File: config.mk
export PLATFORM = sky130hd
export DESIGN_NAME = sfs_device_flat
export DESIGN_NICKNAME = d
export VERILOG_FILES = /design/src/sfs_pkg.sv /design/src/sfs_if.sv /design/src/sfs_device.sv /design/src/flat_wrapper.sv
export SDC_FILE = /design/constraint.sdc
export NUM_CORES = 2
export LEC_CHECK = 0
export BUFFER_PORTS_ARGS = -buffer_cell sky130_fd_sc_hd__buf_2
export CAP_MARGIN = 20
export CORE_MARGIN = 4
export CORE_UTILIZATION = 48
export DETAILED_ROUTE_END_ITERATION = 8
export MAX_ROUTING_LAYER = met4
export PLACE_DENSITY = 0.6
export SLEW_MARGIN = 20
export SYNTH_ARGS = -nofsm -noshare
export SYNTH_HDL_FRONTEND = slang
export SYNTH_SLANG_ARGS = --single-unit
File: constraint.sdc
create_clock -name SYS_CLK -period 8.9 [get_ports SYS_CLK]
set_clock_uncertainty 0.2 [all_clocks]
set_input_delay 0.445 -clock SYS_CLK [delete_from_list [all_inputs] [get_ports SYS_CLK]]
set_output_delay 0.445 -clock SYS_CLK [all_outputs]
set_load 0.01 [all_outputs]
File: src/sfs_pkg.sv
package sfs_pkg;
  // bus geometry
  localparam int DATA_W = 16;
  localparam int SEL_W = 2;
  localparam int NUM_FIFO = 4;
  localparam int DEPTH = 16;
  localparam int PTR_W = 4;
  localparam int CNT_W = 5;
  // reset values
  localparam logic [PTR_W-1:0] PTR_RST = 4'h0;
  localparam logic [CNT_W-1:0] CNT_RST = 5'h00;
  // timing: address setup and interface clock limits
  localparam int SYS_PERIOD_PS = 5000;
  localparam int ADDR_SETUP_PS = 25000;
  localparam int ADDR_SETUP_CYC = (ADDR_SETUP_PS + SYS_PERIOD_PS - 1) / SYS_PERIOD_PS;
  localparam int IFACE_CLK_MIN_PERIOD_PS = 20830;
  localparam int IFACE_CLK_HALF_CYC = (IFACE_CLK_MIN_PERIOD_PS + 2 * SYS_PERIOD_PS - 1) / (2 * SYS_PERIOD_PS);
  // master sequencer commands
  typedef enum logic [1:0] {SFS_CMD_READ, SFS_CMD_WRITE, SFS_CMD_COMMIT} sfs_cmd_t;
endpackage : sfs_pkg

File: src/sfs_if.sv
`timescale 1ns/1ps
interface sfs_if;
  import sfs_pkg::*;
  logic iface_clk;
  logic slave_chip_select_n;
  logic slave_read_strobe_n;
  logic slave_write_strobe_n;
  logic slave_output_enable_n;
  logic packet_commit_strobe_n;
  logic [SEL_W-1:0] fifo_select_lines;
  logic [DATA_W-1:0] dev_data_out;
  logic dev_data_oe;
  logic [DATA_W-1:0] mst_data_out;
  logic mst_data_oe;
  logic [DATA_W-1:0] data_in;
  logic [NUM_FIFO-1:0] empty_flag_n;
  logic [NUM_FIFO-1:0] full_flag_n;
  modport device (
    output iface_clk, output dev_data_out, output dev_data_oe,
    output empty_flag_n, output full_flag_n,
    input slave_chip_select_n, input slave_read_strobe_n, input slave_write_strobe_n,
    input slave_output_enable_n, input packet_commit_strobe_n, input fifo_select_lines,
    input data_in
  );
  modport master (
    input iface_clk, input dev_data_out, input dev_data_oe,
    input empty_flag_n, input full_flag_n,
    output slave_chip_select_n, output slave_read_strobe_n, output slave_write_strobe_n,
    output slave_output_enable_n, output packet_commit_strobe_n, output fifo_select_lines,
    output mst_data_out, output mst_data_oe,
    input data_in
  );
endinterface : sfs_if

File: src/sfs_device.sv
`timescale 1ns/1ps
module sfs_device
  import sfs_pkg::*;
#(
  parameter int NFIFO = NUM_FIFO,
  parameter int DEPTH_P = DEPTH
)(
  // system
  input wire logic SYS_CLK,
  input wire logic RST,
  // link
  sfs_if.device LINK,
  // user side: host drain of committed words
  input wire logic [SEL_W-1:0] USER_SEL,
  input wire logic USER_POP,
  output logic [DATA_W-1:0] USER_DATA,
  output logic [CNT_W-1:0] USER_COMMITTED,
  output logic [CNT_W-1:0] USER_PACKETS
);
  import sfs_pkg::*;

  ////////////////////////////////////////////////////////////////////////////
  // true when a select value names fifo idx
  function automatic logic sel_hit(input logic [SEL_W-1:0] a, input int idx);
    return (a == SEL_W'(idx));
  endfunction : sel_hit

  ////////////////////////////////////////////////////////////////////////////
  // storage and pointers
  // each fifo keeps its own read and write pointer and a fill count;
  // the fill count is one bit wider than the pointers, so full and empty
  // are told apart without giving up a slot of storage
  // the read pointer is shared by the link reader and the host drain,
  // so one fifo is meant to be emptied by only one of them at a time
  logic [DATA_W-1:0] mem [NUM_FIFO][DEPTH];
  logic [PTR_W-1:0] rd_ptr [NUM_FIFO];
  logic [PTR_W-1:0] wr_ptr [NUM_FIFO];
  logic [CNT_W-1:0] fill [NUM_FIFO];
  logic [CNT_W-1:0] committed [NUM_FIFO];
  logic [CNT_W-1:0] packets [NUM_FIFO];
  logic [CNT_W-1:0] clk_div;
  logic clk_q;
  logic prev_clk;
  logic [DATA_W-1:0] dev_data;
  logic dev_oe;
  logic [NUM_FIFO-1:0] ef_n;
  logic [NUM_FIFO-1:0] ff_n;
  logic [DATA_W-1:0] user_data;
  logic [CNT_W-1:0] user_committed;
  logic [CNT_W-1:0] user_packets;

  // all link inputs but the output enable and the select lines are taken only on the sys edge
  // after an interface clock rise, so the link behaves as if clocked by it; the select lines also pick the prefetched word on every sys edge;
  // a read of an empty fifo or a write to a full one is dropped
  // silently, the flags tell the master not to try
  // decode of qualified strobes
  wire sel_ok = ~LINK.slave_chip_select_n;
  wire rise = clk_q & ~prev_clk;
  wire [SEL_W-1:0] fsel = LINK.fifo_select_lines;
  wire do_rd = rise & sel_ok & ~LINK.slave_read_strobe_n & (fill[fsel] != CNT_RST);
  wire do_wr = rise & sel_ok & ~LINK.slave_write_strobe_n & (fill[fsel] != CNT_W'(DEPTH));
  wire do_pe = rise & sel_ok & ~LINK.packet_commit_strobe_n;
  wire user_pop = USER_POP & (committed[USER_SEL] != CNT_RST);
  wire [PTR_W-1:0] next_rd = rd_ptr[fsel] + PTR_W'(1);

  ////////////////////////////////////////////////////////////////////////////
  // interface clock divider, half period counted up
  // the half period is rounded up to whole sys cycles, so the link
  // clock is never faster than its limit; the rise is seen one sys
  // cycle late through prev_clk, which gives the master its setup
  always_ff @(posedge SYS_CLK)
  begin
    if (RST)
    begin
      clk_div <= CNT_RST;
      clk_q <= 1'b0;
      prev_clk <= 1'b0;
    end
    else
    begin
      prev_clk <= clk_q;
      if (clk_div == CNT_W'(IFACE_CLK_HALF_CYC - 1))
      begin
        clk_div <= CNT_RST;
        clk_q <= ~clk_q;
      end
      else
        clk_div <= clk_div + CNT_W'(1);
    end
  end

  ////////////////////////////////////////////////////////////////////////////
  // fifo state per select line
  always_ff @(posedge SYS_CLK)
  begin
    if (RST)
    begin
      for (int i = 0; i < NUM_FIFO; i++)
      begin
        rd_ptr[i] <= PTR_RST;
        wr_ptr[i] <= PTR_RST;
        fill[i] <= CNT_RST;
        committed[i] <= CNT_RST;
        packets[i] <= CNT_RST;
      end
    end
    else
    begin
      for (int i = 0; i < NUM_FIFO; i++)
      begin
        logic wr_i;
        logic rd_i;
        logic pe_i;
        logic pop_i;
        wr_i = do_wr & sel_hit(fsel, i);
        rd_i = do_rd & sel_hit(fsel, i);
        pe_i = do_pe & sel_hit(fsel, i);
        pop_i = user_pop & sel_hit(USER_SEL, i);
        // the write lands in the slot under the write pointer, the
        // read pointer moves past the word that the bus already showed
        if (wr_i)
        begin
          mem[i][wr_ptr[i]] <= LINK.data_in;
          wr_ptr[i] <= wr_ptr[i] + PTR_W'(1);
        end
        if (rd_i | pop_i)
          rd_ptr[i] <= rd_ptr[i] + PTR_W'(1);
        fill[i] <= fill[i] + CNT_W'(wr_i) - CNT_W'(rd_i | pop_i);
        // commit covers every word written, including same edge
        if (pe_i)
          committed[i] <= fill[i] + CNT_W'(wr_i) - CNT_W'(rd_i | pop_i);
        else
          committed[i] <= committed[i] - CNT_W'(pop_i & (committed[i] != CNT_RST));
        if (pe_i)
          packets[i] <= packets[i] + CNT_W'(1);
      end
    end
  end

  ////////////////////////////////////////////////////////////////////////////
  // registered outputs: prefetched data, enable, flags
  // the word after a read is fetched on the same edge, so the next
  // word is on the bus right after the read edge itself; flags are
  // built from the fill count before the edge and so follow it by one
  always_ff @(posedge SYS_CLK)
  begin
    if (RST)
    begin
      dev_data <= '0;
      dev_oe <= 1'b0;
      ef_n <= '0;
      ff_n <= '1;
      user_data <= '0;
      user_committed <= CNT_RST;
      user_packets <= CNT_RST;
    end
    else
    begin
      dev_data <= do_rd ? mem[fsel][next_rd] : mem[fsel][rd_ptr[fsel]];
      dev_oe <= ~LINK.slave_output_enable_n;
      for (int i = 0; i < NUM_FIFO; i++)
      begin
        ef_n[i] <= (fill[i] != CNT_RST);
        ff_n[i] <= (fill[i] != CNT_W'(DEPTH));
      end
      user_data <= mem[USER_SEL][rd_ptr[USER_SEL]];
      user_committed <= committed[USER_SEL];
      user_packets <= packets[USER_SEL];
    end
  end

  assign LINK.iface_clk = clk_q;
  assign LINK.dev_data_out = dev_data;
  assign LINK.dev_data_oe = dev_oe;
  assign LINK.empty_flag_n = ef_n;
  assign LINK.full_flag_n = ff_n;
  assign USER_DATA = user_data;
  // host view, one sys cycle behind the counters
  assign USER_COMMITTED = user_committed;
  assign USER_PACKETS = user_packets;
endmodule : sfs_device

File: src/flat_wrapper.sv
// flat-port wrapper written by rule: the top's interface ports become plain ports
module sfs_device_flat import sfs_pkg::*;
#(
  parameter int NFIFO = NUM_FIFO,
  parameter int DEPTH_P = DEPTH
)
  (SYS_CLK, RST, USER_SEL, USER_POP, USER_DATA, USER_COMMITTED, USER_PACKETS, LINK_iface_clk, LINK_dev_data_out, LINK_dev_data_oe, LINK_empty_flag_n, LINK_full_flag_n, LINK_slave_chip_select_n, LINK_slave_read_strobe_n, LINK_slave_write_strobe_n, LINK_slave_output_enable_n, LINK_packet_commit_strobe_n, LINK_fifo_select_lines, LINK_data_in);
  sfs_if LINK_i ();
  input wire logic SYS_CLK;
  input wire logic RST;
  input wire logic [SEL_W-1:0] USER_SEL;
  input wire logic USER_POP;
  output logic [DATA_W-1:0] USER_DATA;
  output logic [CNT_W-1:0] USER_COMMITTED;
  output logic [CNT_W-1:0] USER_PACKETS;
  output wire logic [$bits(LINK_i.iface_clk)-1:0] LINK_iface_clk;
  output wire logic [$bits(LINK_i.dev_data_out)-1:0] LINK_dev_data_out;
  output wire logic [$bits(LINK_i.dev_data_oe)-1:0] LINK_dev_data_oe;
  output wire logic [$bits(LINK_i.empty_flag_n)-1:0] LINK_empty_flag_n;
  output wire logic [$bits(LINK_i.full_flag_n)-1:0] LINK_full_flag_n;
  input wire logic [$bits(LINK_i.slave_chip_select_n)-1:0] LINK_slave_chip_select_n;
  input wire logic [$bits(LINK_i.slave_read_strobe_n)-1:0] LINK_slave_read_strobe_n;
  input wire logic [$bits(LINK_i.slave_write_strobe_n)-1:0] LINK_slave_write_strobe_n;
  input wire logic [$bits(LINK_i.slave_output_enable_n)-1:0] LINK_slave_output_enable_n;
  input wire logic [$bits(LINK_i.packet_commit_strobe_n)-1:0] LINK_packet_commit_strobe_n;
  input wire logic [$bits(LINK_i.fifo_select_lines)-1:0] LINK_fifo_select_lines;
  input wire logic [$bits(LINK_i.data_in)-1:0] LINK_data_in;
  assign LINK_iface_clk = LINK_i.iface_clk;
  assign LINK_dev_data_out = LINK_i.dev_data_out;
  assign LINK_dev_data_oe = LINK_i.dev_data_oe;
  assign LINK_empty_flag_n = LINK_i.empty_flag_n;
  assign LINK_full_flag_n = LINK_i.full_flag_n;
  assign LINK_i.slave_chip_select_n = LINK_slave_chip_select_n;
  assign LINK_i.slave_read_strobe_n = LINK_slave_read_strobe_n;
  assign LINK_i.slave_write_strobe_n = LINK_slave_write_strobe_n;
  assign LINK_i.slave_output_enable_n = LINK_slave_output_enable_n;
  assign LINK_i.packet_commit_strobe_n = LINK_packet_commit_strobe_n;
  assign LINK_i.fifo_select_lines = LINK_fifo_select_lines;
  assign LINK_i.data_in = LINK_data_in;
  sfs_device #(.NFIFO(NFIFO), .DEPTH_P(DEPTH_P)) u_core (.SYS_CLK(SYS_CLK), .RST(RST), .LINK(LINK_i), .USER_SEL(USER_SEL), .USER_POP(USER_POP), .USER_DATA(USER_DATA), .USER_COMMITTED(USER_COMMITTED), .USER_PACKETS(USER_PACKETS));
endmodule
Word-level counts from Yosys, hierarchy flattened
Memories as Yosys holds them, arrays and structs flattened. A register that Yosys moved wholly into a read port is not among the register bits.
Cells that the tools add are included.
{"block": "totals", "ff_bits": 53, "ram_bits": 1116, "input_bits": 28, "output_inout_bits": 52, "word_cells": 264, "mem_count": 6}
{"memory": "u_core.mem", "depth": 4, "width": 256, "rd": 2, "rd_clocked_by_memory_dff": 0, "wr": 1, "line_no": "sfs_device.sv:35", "rtl": "logic [DATA_W-1:0] mem [NUM_FIFO][DEPTH];"}
{"memory": "u_core.committed", "depth": 4, "width": 5, "rd": 5, "rd_clocked_by_memory_dff": 0, "wr": 4, "line_no": "sfs_device.sv:39", "rtl": "logic [CNT_W-1:0] committed [NUM_FIFO];"}
{"memory": "u_core.fill", "depth": 4, "width": 5, "rd": 5, "rd_clocked_by_memory_dff": 0, "wr": 4, "line_no": "sfs_device.sv:38", "rtl": "logic [CNT_W-1:0] fill [NUM_FIFO];"}
{"memory": "u_core.packets", "depth": 4, "width": 5, "rd": 5, "rd_clocked_by_memory_dff": 1, "wr": 4, "line_no": "sfs_device.sv:40", "rtl": "logic [CNT_W-1:0] packets [NUM_FIFO];"}
{"memory": "u_core.rd_ptr", "depth": 4, "width": 4, "rd": 6, "rd_clocked_by_memory_dff": 0, "wr": 4, "line_no": "sfs_device.sv:36", "rtl": "logic [PTR_W-1:0] rd_ptr [NUM_FIFO];"}
{"memory": "u_core.wr_ptr", "depth": 4, "width": 4, "rd": 4, "rd_clocked_by_memory_dff": 0, "wr": 4, "line_no": "sfs_device.sv:37", "rtl": "logic [PTR_W-1:0] wr_ptr [NUM_FIFO];"}
{"block": "classes", "addsub": 26, "order_cmp": 11, "eq_ne": 12, "muxes": 106, "bitwise": 74, "reduce_logical": 20}
{"op": "2-to-1 mux 256 bit", "n": 10}
{"op": "OR reduction 256 bit", "n": 3}
{"op": "demux 16 bit (select 4 bit)", "n": 4}
{"op": "binary-select mux 16 bit (select 4 bit)", "n": 3}
{"op": "2-to-1 mux 16 bit", "n": 11}
{"op": "2-to-1 mux 5 bit", "n": 16}
{"op": "2-to-1 mux 1 bit", "n": 51}
{"op": "nonzero test 5 bit", "n": 10}
{"op": "subtractor 5 bit", "n": 8}
{"op": "adder 4 x 1 -> 4 bit, second input constant", "n": 9}
{"op": ">= comparator 5 bit, second input constant", "n": 7}
{"op": "inverter 4 -> 5 bit", "n": 7}
{"op": "2-to-1 mux 4 bit", "n": 8}
{"op": "OR 1 bit", "n": 32}
{"op": "AND 1 bit", "n": 28}
{"op": "adder 5 x 1 -> 5 bit, second input constant", "n": 5}
{"op": "inequality test 5 bit, second input constant", "n": 5}
{"op": "adder 5 x 1 -> 5 bit", "n": 4}
{"op": "< comparator 5 x 1 -> 1 bit, second input constant", "n": 4}
{"op": "equality test 2 bit, second input constant", "n": 4}
{"op": "inverter 1 bit", "n": 7}
{"op": "2-to-1 mux 2 bit", "n": 3}
{"op": "equality test 5 x 2 -> 1 bit, second input constant", "n": 1}
{"op": "equality test 2 x 1 -> 1 bit, second input constant", "n": 2}
{"op": "3 further kinds", "n": 7}

Logic depth before layout (Yosys ltp)
{"block": "logic_depth", "ltp_word": 13, "depth_mapped": 19}

Worst setup path before layout
Ideal clock, no wire load.
{"block": "synth_timing", "kind": "in2reg", "startpoint": "input port LINK_fifo_select_lines[0]", "endpoint": "memory u_core.mem[2][192] in the netlist's numbering, enable pin", "setup_time_ns": 0.436, "t_arrival_ns": 3.861, "required_time_ns": 8.264, "path_slack_ns": 4.403, "stages": 9, "path_cell_list": "buf_6 nor4b_1 a221oi_1 nor2_1 a211o_1 clkbuf_1 or3_1 clkbuf_1 nor4b_1"}
{"block": "synth_via", "elab_chain_cells": 11, "elab_cells_between_ends": 32, "cone_classes": "eq/ne (4); mux (18); bitwise (5); reduce/logical (4); memory (1)"}
{"item": "from (decl)", "line_no": "flat_wrapper.sv:26", "rtl": "input wire logic [$bits(LINK_i.fifo_select_lines)-1:0] LINK_fifo_select_lines;"}
{"item": "memory read (4 x 5 bit)"}
{"item": "inequality test 5 bit", "line_no": "sfs_device.sv:61", "rtl": "wire do_wr = rise & sel_ok & ~LINK.slave_write_strobe_n & (fill[fsel] != CNT_W'(DEPTH));"}
{"item": "AND 1 bit", "line_no": "sfs_device.sv:61"}
{"item": "AND 1 bit", "line_no": "sfs_device.sv:115", "rtl": "wr_i = do_wr & sel_hit(fsel, i);"}
{"item": "2-to-1 mux 1 bit", "line_no": "sfs_device.sv:121", "rtl": "if (wr_i)"}
{"item": "2-to-1 mux 1 bit", "line_no": "sfs_device.sv:96", "rtl": "if (RST)"}
{"item": "2-to-1 mux 256 bit (not written as such)", "line_no": "sfs_device.sv:123", "rtl": "mem[i][wr_ptr[i]] <= LINK.data_in;"}
{"item": "OR reduction 256 bit (no line)"}
{"item": "2-to-1 mux 2 bit (no line) / 2-to-1 mux 256 bit (equally long branches) (3 in series)"}
{"item": "to (decl)", "line_no": "sfs_device.sv:35"}
Parallel ways exist; a longest one is shown, timed or not.

==> run_results.csv <==
group,metric,value,unit
global_route,grt_pass1_vias,34300,
yosys,ys_types,55,
clocking,cts_made_buffers,132,
place,hpwlAfterDp,113000,um
floorplanning,die_y,355,um
yosys,syn_inst,3182,
critical_path,reg2reg_from,"u_core.rd_ptr[3][1]",
floorplanning,die_x,355,um
drt,wl_per_cell,36.1,um
critical_path,cp-start-kind,"register",
floorplanning,io_pins,80,
critical_path,required,9.32,ns
floorplanning,start_util,0.486,
clocking,clockRootBuffer,"clkbuf_16",
critical_path,ff2ff_setup_slack,4.45,ns
sta,setup_viol,0,
final_layout,layout-drive-gt1-share,0.311,
yosys,yosys.area.top_type,"edfxtp_1",
sta,slew_headroom,0.197,
global_route,antenna_found_initial,13,
floorplanning,num_rows,126,
yosys,synthTopCellsByArea,"edfxtp_1 57%, mux4_2 24%, dfxtp_1 2.7%, a211oi_1 2.0%, mux2i_1 1.6%",
drt,drc_errors,0,
sta,worst_pin_slew,1.20,ns
yosys,yosysSeqAreaShare,0.598,
floorplanning,dieArea,0.126,sq mm
critical_path,r2r-end,"u_core.LINK.dev_data_out[0]",
final_layout,area_growth,11.4,%
final_layout,n_fill_cell,9172,
yosys,synth_edf_count,1096,
clocking,postCtsSetupBuffers,0,
status,status,"complete, no violations",
global_route,grt_max_degree,129,
place,gp_congestion,1.00,
job,cap_violations,0,
yosys,netlist_area,0.0577,sq mm
global_route,grt_use_total,0.295,
yosys,synth_top_area_frac,0.571,
global_route,gr-total-overflow,0,
final_layout,final_cells,4983,
drt,drtAntennaViolNets,0,
critical_path,arrival,4.87,ns
yosys,ys_ff_latch,1174,
yosys,yosys_warnings,0,
worst_hold_path,hold-path-endpoint,"u_core.mem[1][203]",
critical_path,critPathKind,"reg -> reg",
yosys,postSynthAreaPerCell,18.1,sq um
drt,drtIter0Drc,4689,
sta,min_period_over_period,0.500,
yosys,async_flop_share,0,
sta,fmax,0.225,GHz
place,io_buffers,79,
sta,finalHoldViolCount,0,
drt,totalWireLength,180000,um
critical_path,r2r_cells,10,
sta,tns,0,ns
critical_path,end_kind,"register",
yosys,synth_ff_type,"edfxtp_1",
critical_path,worst-path-max-fanout,43,
sta,rsz0062_at_grt,"no",
final_layout,final_nets,3363,
clocking,cts_max_level,4,
power,powerDensity,207,mW/mm^2
worst_hold_path,min_path_cells,1,
worst_hold_path,hp-class,"in -> reg",
place,post-place-cells,4735,
drt,vias,34200,
worst_hold_path,min_from,"LINK_data_in[11]",
clocking,cts_tree,"yes",
sta,hold_ws,0.0224,ns
global_route,grt_pass1_wl,254000,um
clocking,insertion_delay,0.79,ns
power,irDropWorstVdd,0.208,mV
floorplanning,fp.coreArea,0.119,sq mm
drt,viasPerCell,6.86,
sta,slew_violations,0,
drt,drt-pass1-iter-count,5,
sta,fin_crit,4.45,ns
clocking,cts_max_path_buffers,3,
power,power_leakage,20.5,nW
clocking,cts.sinks,1174,
clocking,clkTransAtPathRegs,0.06,ns
what timing repair did:
action,CTS,global route
resized for setup,0,0
endpoints found under the hold margin,18,0
hold buffers,3,0
per-layer routing:
| layer | wire length [um] | GRT usage | vias up |
|---|---|---|---|
| li1 | - | - | 13600 |
| met1 | 68500 | 0.388 | 18200 |
| met2 | 84700 | 0.446 | 2004 |
| met3 | 18400 | 0.0703 | 361 |
| met4 | 8420 | 0.124 | 0 |
| met5 | 0 | - | - |
cell usage after synthesis, drive strengths merged (6+ instances only):
cell type,instances
nor4,19
a21o,7
inv,52
nor2b,137
nor2,70
or3,9
a21oi,60
a31oi,14
mux4,626
xnor2,21
ha,58
nor4b,18
a32oi,23
nand2,100
clkbuf,135
o21ai,6
and4b,32
and2,23
o32ai,20
edfxtp,1096
mux2i,90
and4,16
nand2b,7
a211oi,156
buf,121
a21boi,39
nor3,28
or2,11
dfxtp,78
nand3,42
xor2,36
area by class of cell:
cell class                      instances  area (sq um)  area share
Clock inverter                         54           538     0.00837
Multi-Input combinational cell       1719         22000       0.342
Inverter                               52           198     0.00308
Clock buffer                          181          3670      0.0571
Timing Repair Buffer                  194          1380      0.0215
Antenna cell                            9          22.5    0.000350
Sequential cell                      1174         34500       0.536
Tap cell                             1600          2000      0.0311
how the worst max path moves through the flow:
stage | from | endpoint | slack (ns) | cells past startpoint
after detailed placement | LINK_fifo_select_lines[0] | u_core.LINK.dev_data_out[2] | 3.38 | 11
after global routing | USER_SEL[0] | u_core.USER_DATA[5] | 4.19 | 9
final | u_core.rd_ptr[3][1] | u_core.LINK.dev_data_out[0] | 4.45 | 10
after floorplan | LINK_fifo_select_lines[0] | u_core.mem[2][192] | 4.40 | 9
after global placement | LINK_fifo_select_lines[0] | u_core.LINK.dev_data_out[3] | 3.42 | 8
after CTS | u_core.rd_ptr[1][1] | u_core.LINK.dev_data_out[6] | 4.15 | 10
critical path, cell delays in order, from the launching register on:
cell	delay, ns
edfxtp_1	0.43
mux2i_1	0.12
mux2_2	0.31
buf_4	0.29
inv_4	0.33
buf_4	0.62
nand3b_1	0.24
a32oi_2	0.99
nor2b_1	0.24
nor4_1	0.30
o32ai_1	0.14
stage by stage:
step	area (sq um)	util	power (W)	worst slack, ns
final	64300	0.541	0.0133	4.45
after global routing	64300	0.541	0.0137	4.19
after CTS	64200	0.541	0.0134	4.15
after detailed placement	60000	0.505	0.00804	3.38
after global placement	60000	0.505	0.00802	3.42
after floorplan	57700	-	0.00737	4.40
registers in the layout, indices dropped and copies added (netlist names), 5 cells and up:
register                  count
u_core.USER_PACKETS           5
u_core.wr_ptr                16
u_core.rd_ptr                16
u_core.fill                  20
u_core.LINK.dev_data_out     16
u_core.committed             20
u_core.mem                 1024
u_core.USER_COMMITTED         5
u_core.clk_div                5
u_core.USER_DATA             16
u_core.packets               20
power by group:
| part | internal (W) | switching [W] | total, W |
|---|---|---|---|
| clock | 0.00312 | 0.00225 | 0.00537 |
| combinational | 0.000690 | 0.00107 | 0.00176 |
| sequential | 0.00611 | 0.0000879 | 0.00620 |
| total | 0.00993 | 0.00340 | 0.0133 |
cell families after synthesis:
group / count (synthesis) / synth area share
and+or+nand+nor: 525 / 0.0520
adders and majority gates: 62 / 0.0140
buffers and inverters: 308 / 0.0249
AOI/OAI and AO/OA: 335 / 0.0418
muxes: 720 / 0.261
xor gates and xnor gates: 57 / 0.00866
DFF: 1174 / 0.598
other: 1 / 0.0000650
placed cells by master (no fill, tap or decap), types with 27 or more instances in the layout:
cell type	count
nor2_1	70
xor2_1	36
mux4_2	623
mux2i_1	90
dfxtp_1	78
clkbuf_1	35
and4b_1	28
clkbuf_16	136
a21boi_0	27
buf_2	71
nand2_1	100
buf_4	111
a211oi_1	153
a21oi_1	60
inv_1	51
nor3_1	28
edfxtp_1	1096
nand3_1	42
nor2b_1	137
ha_1	57
Note: power is estimated with default switching activity, not from simulation.
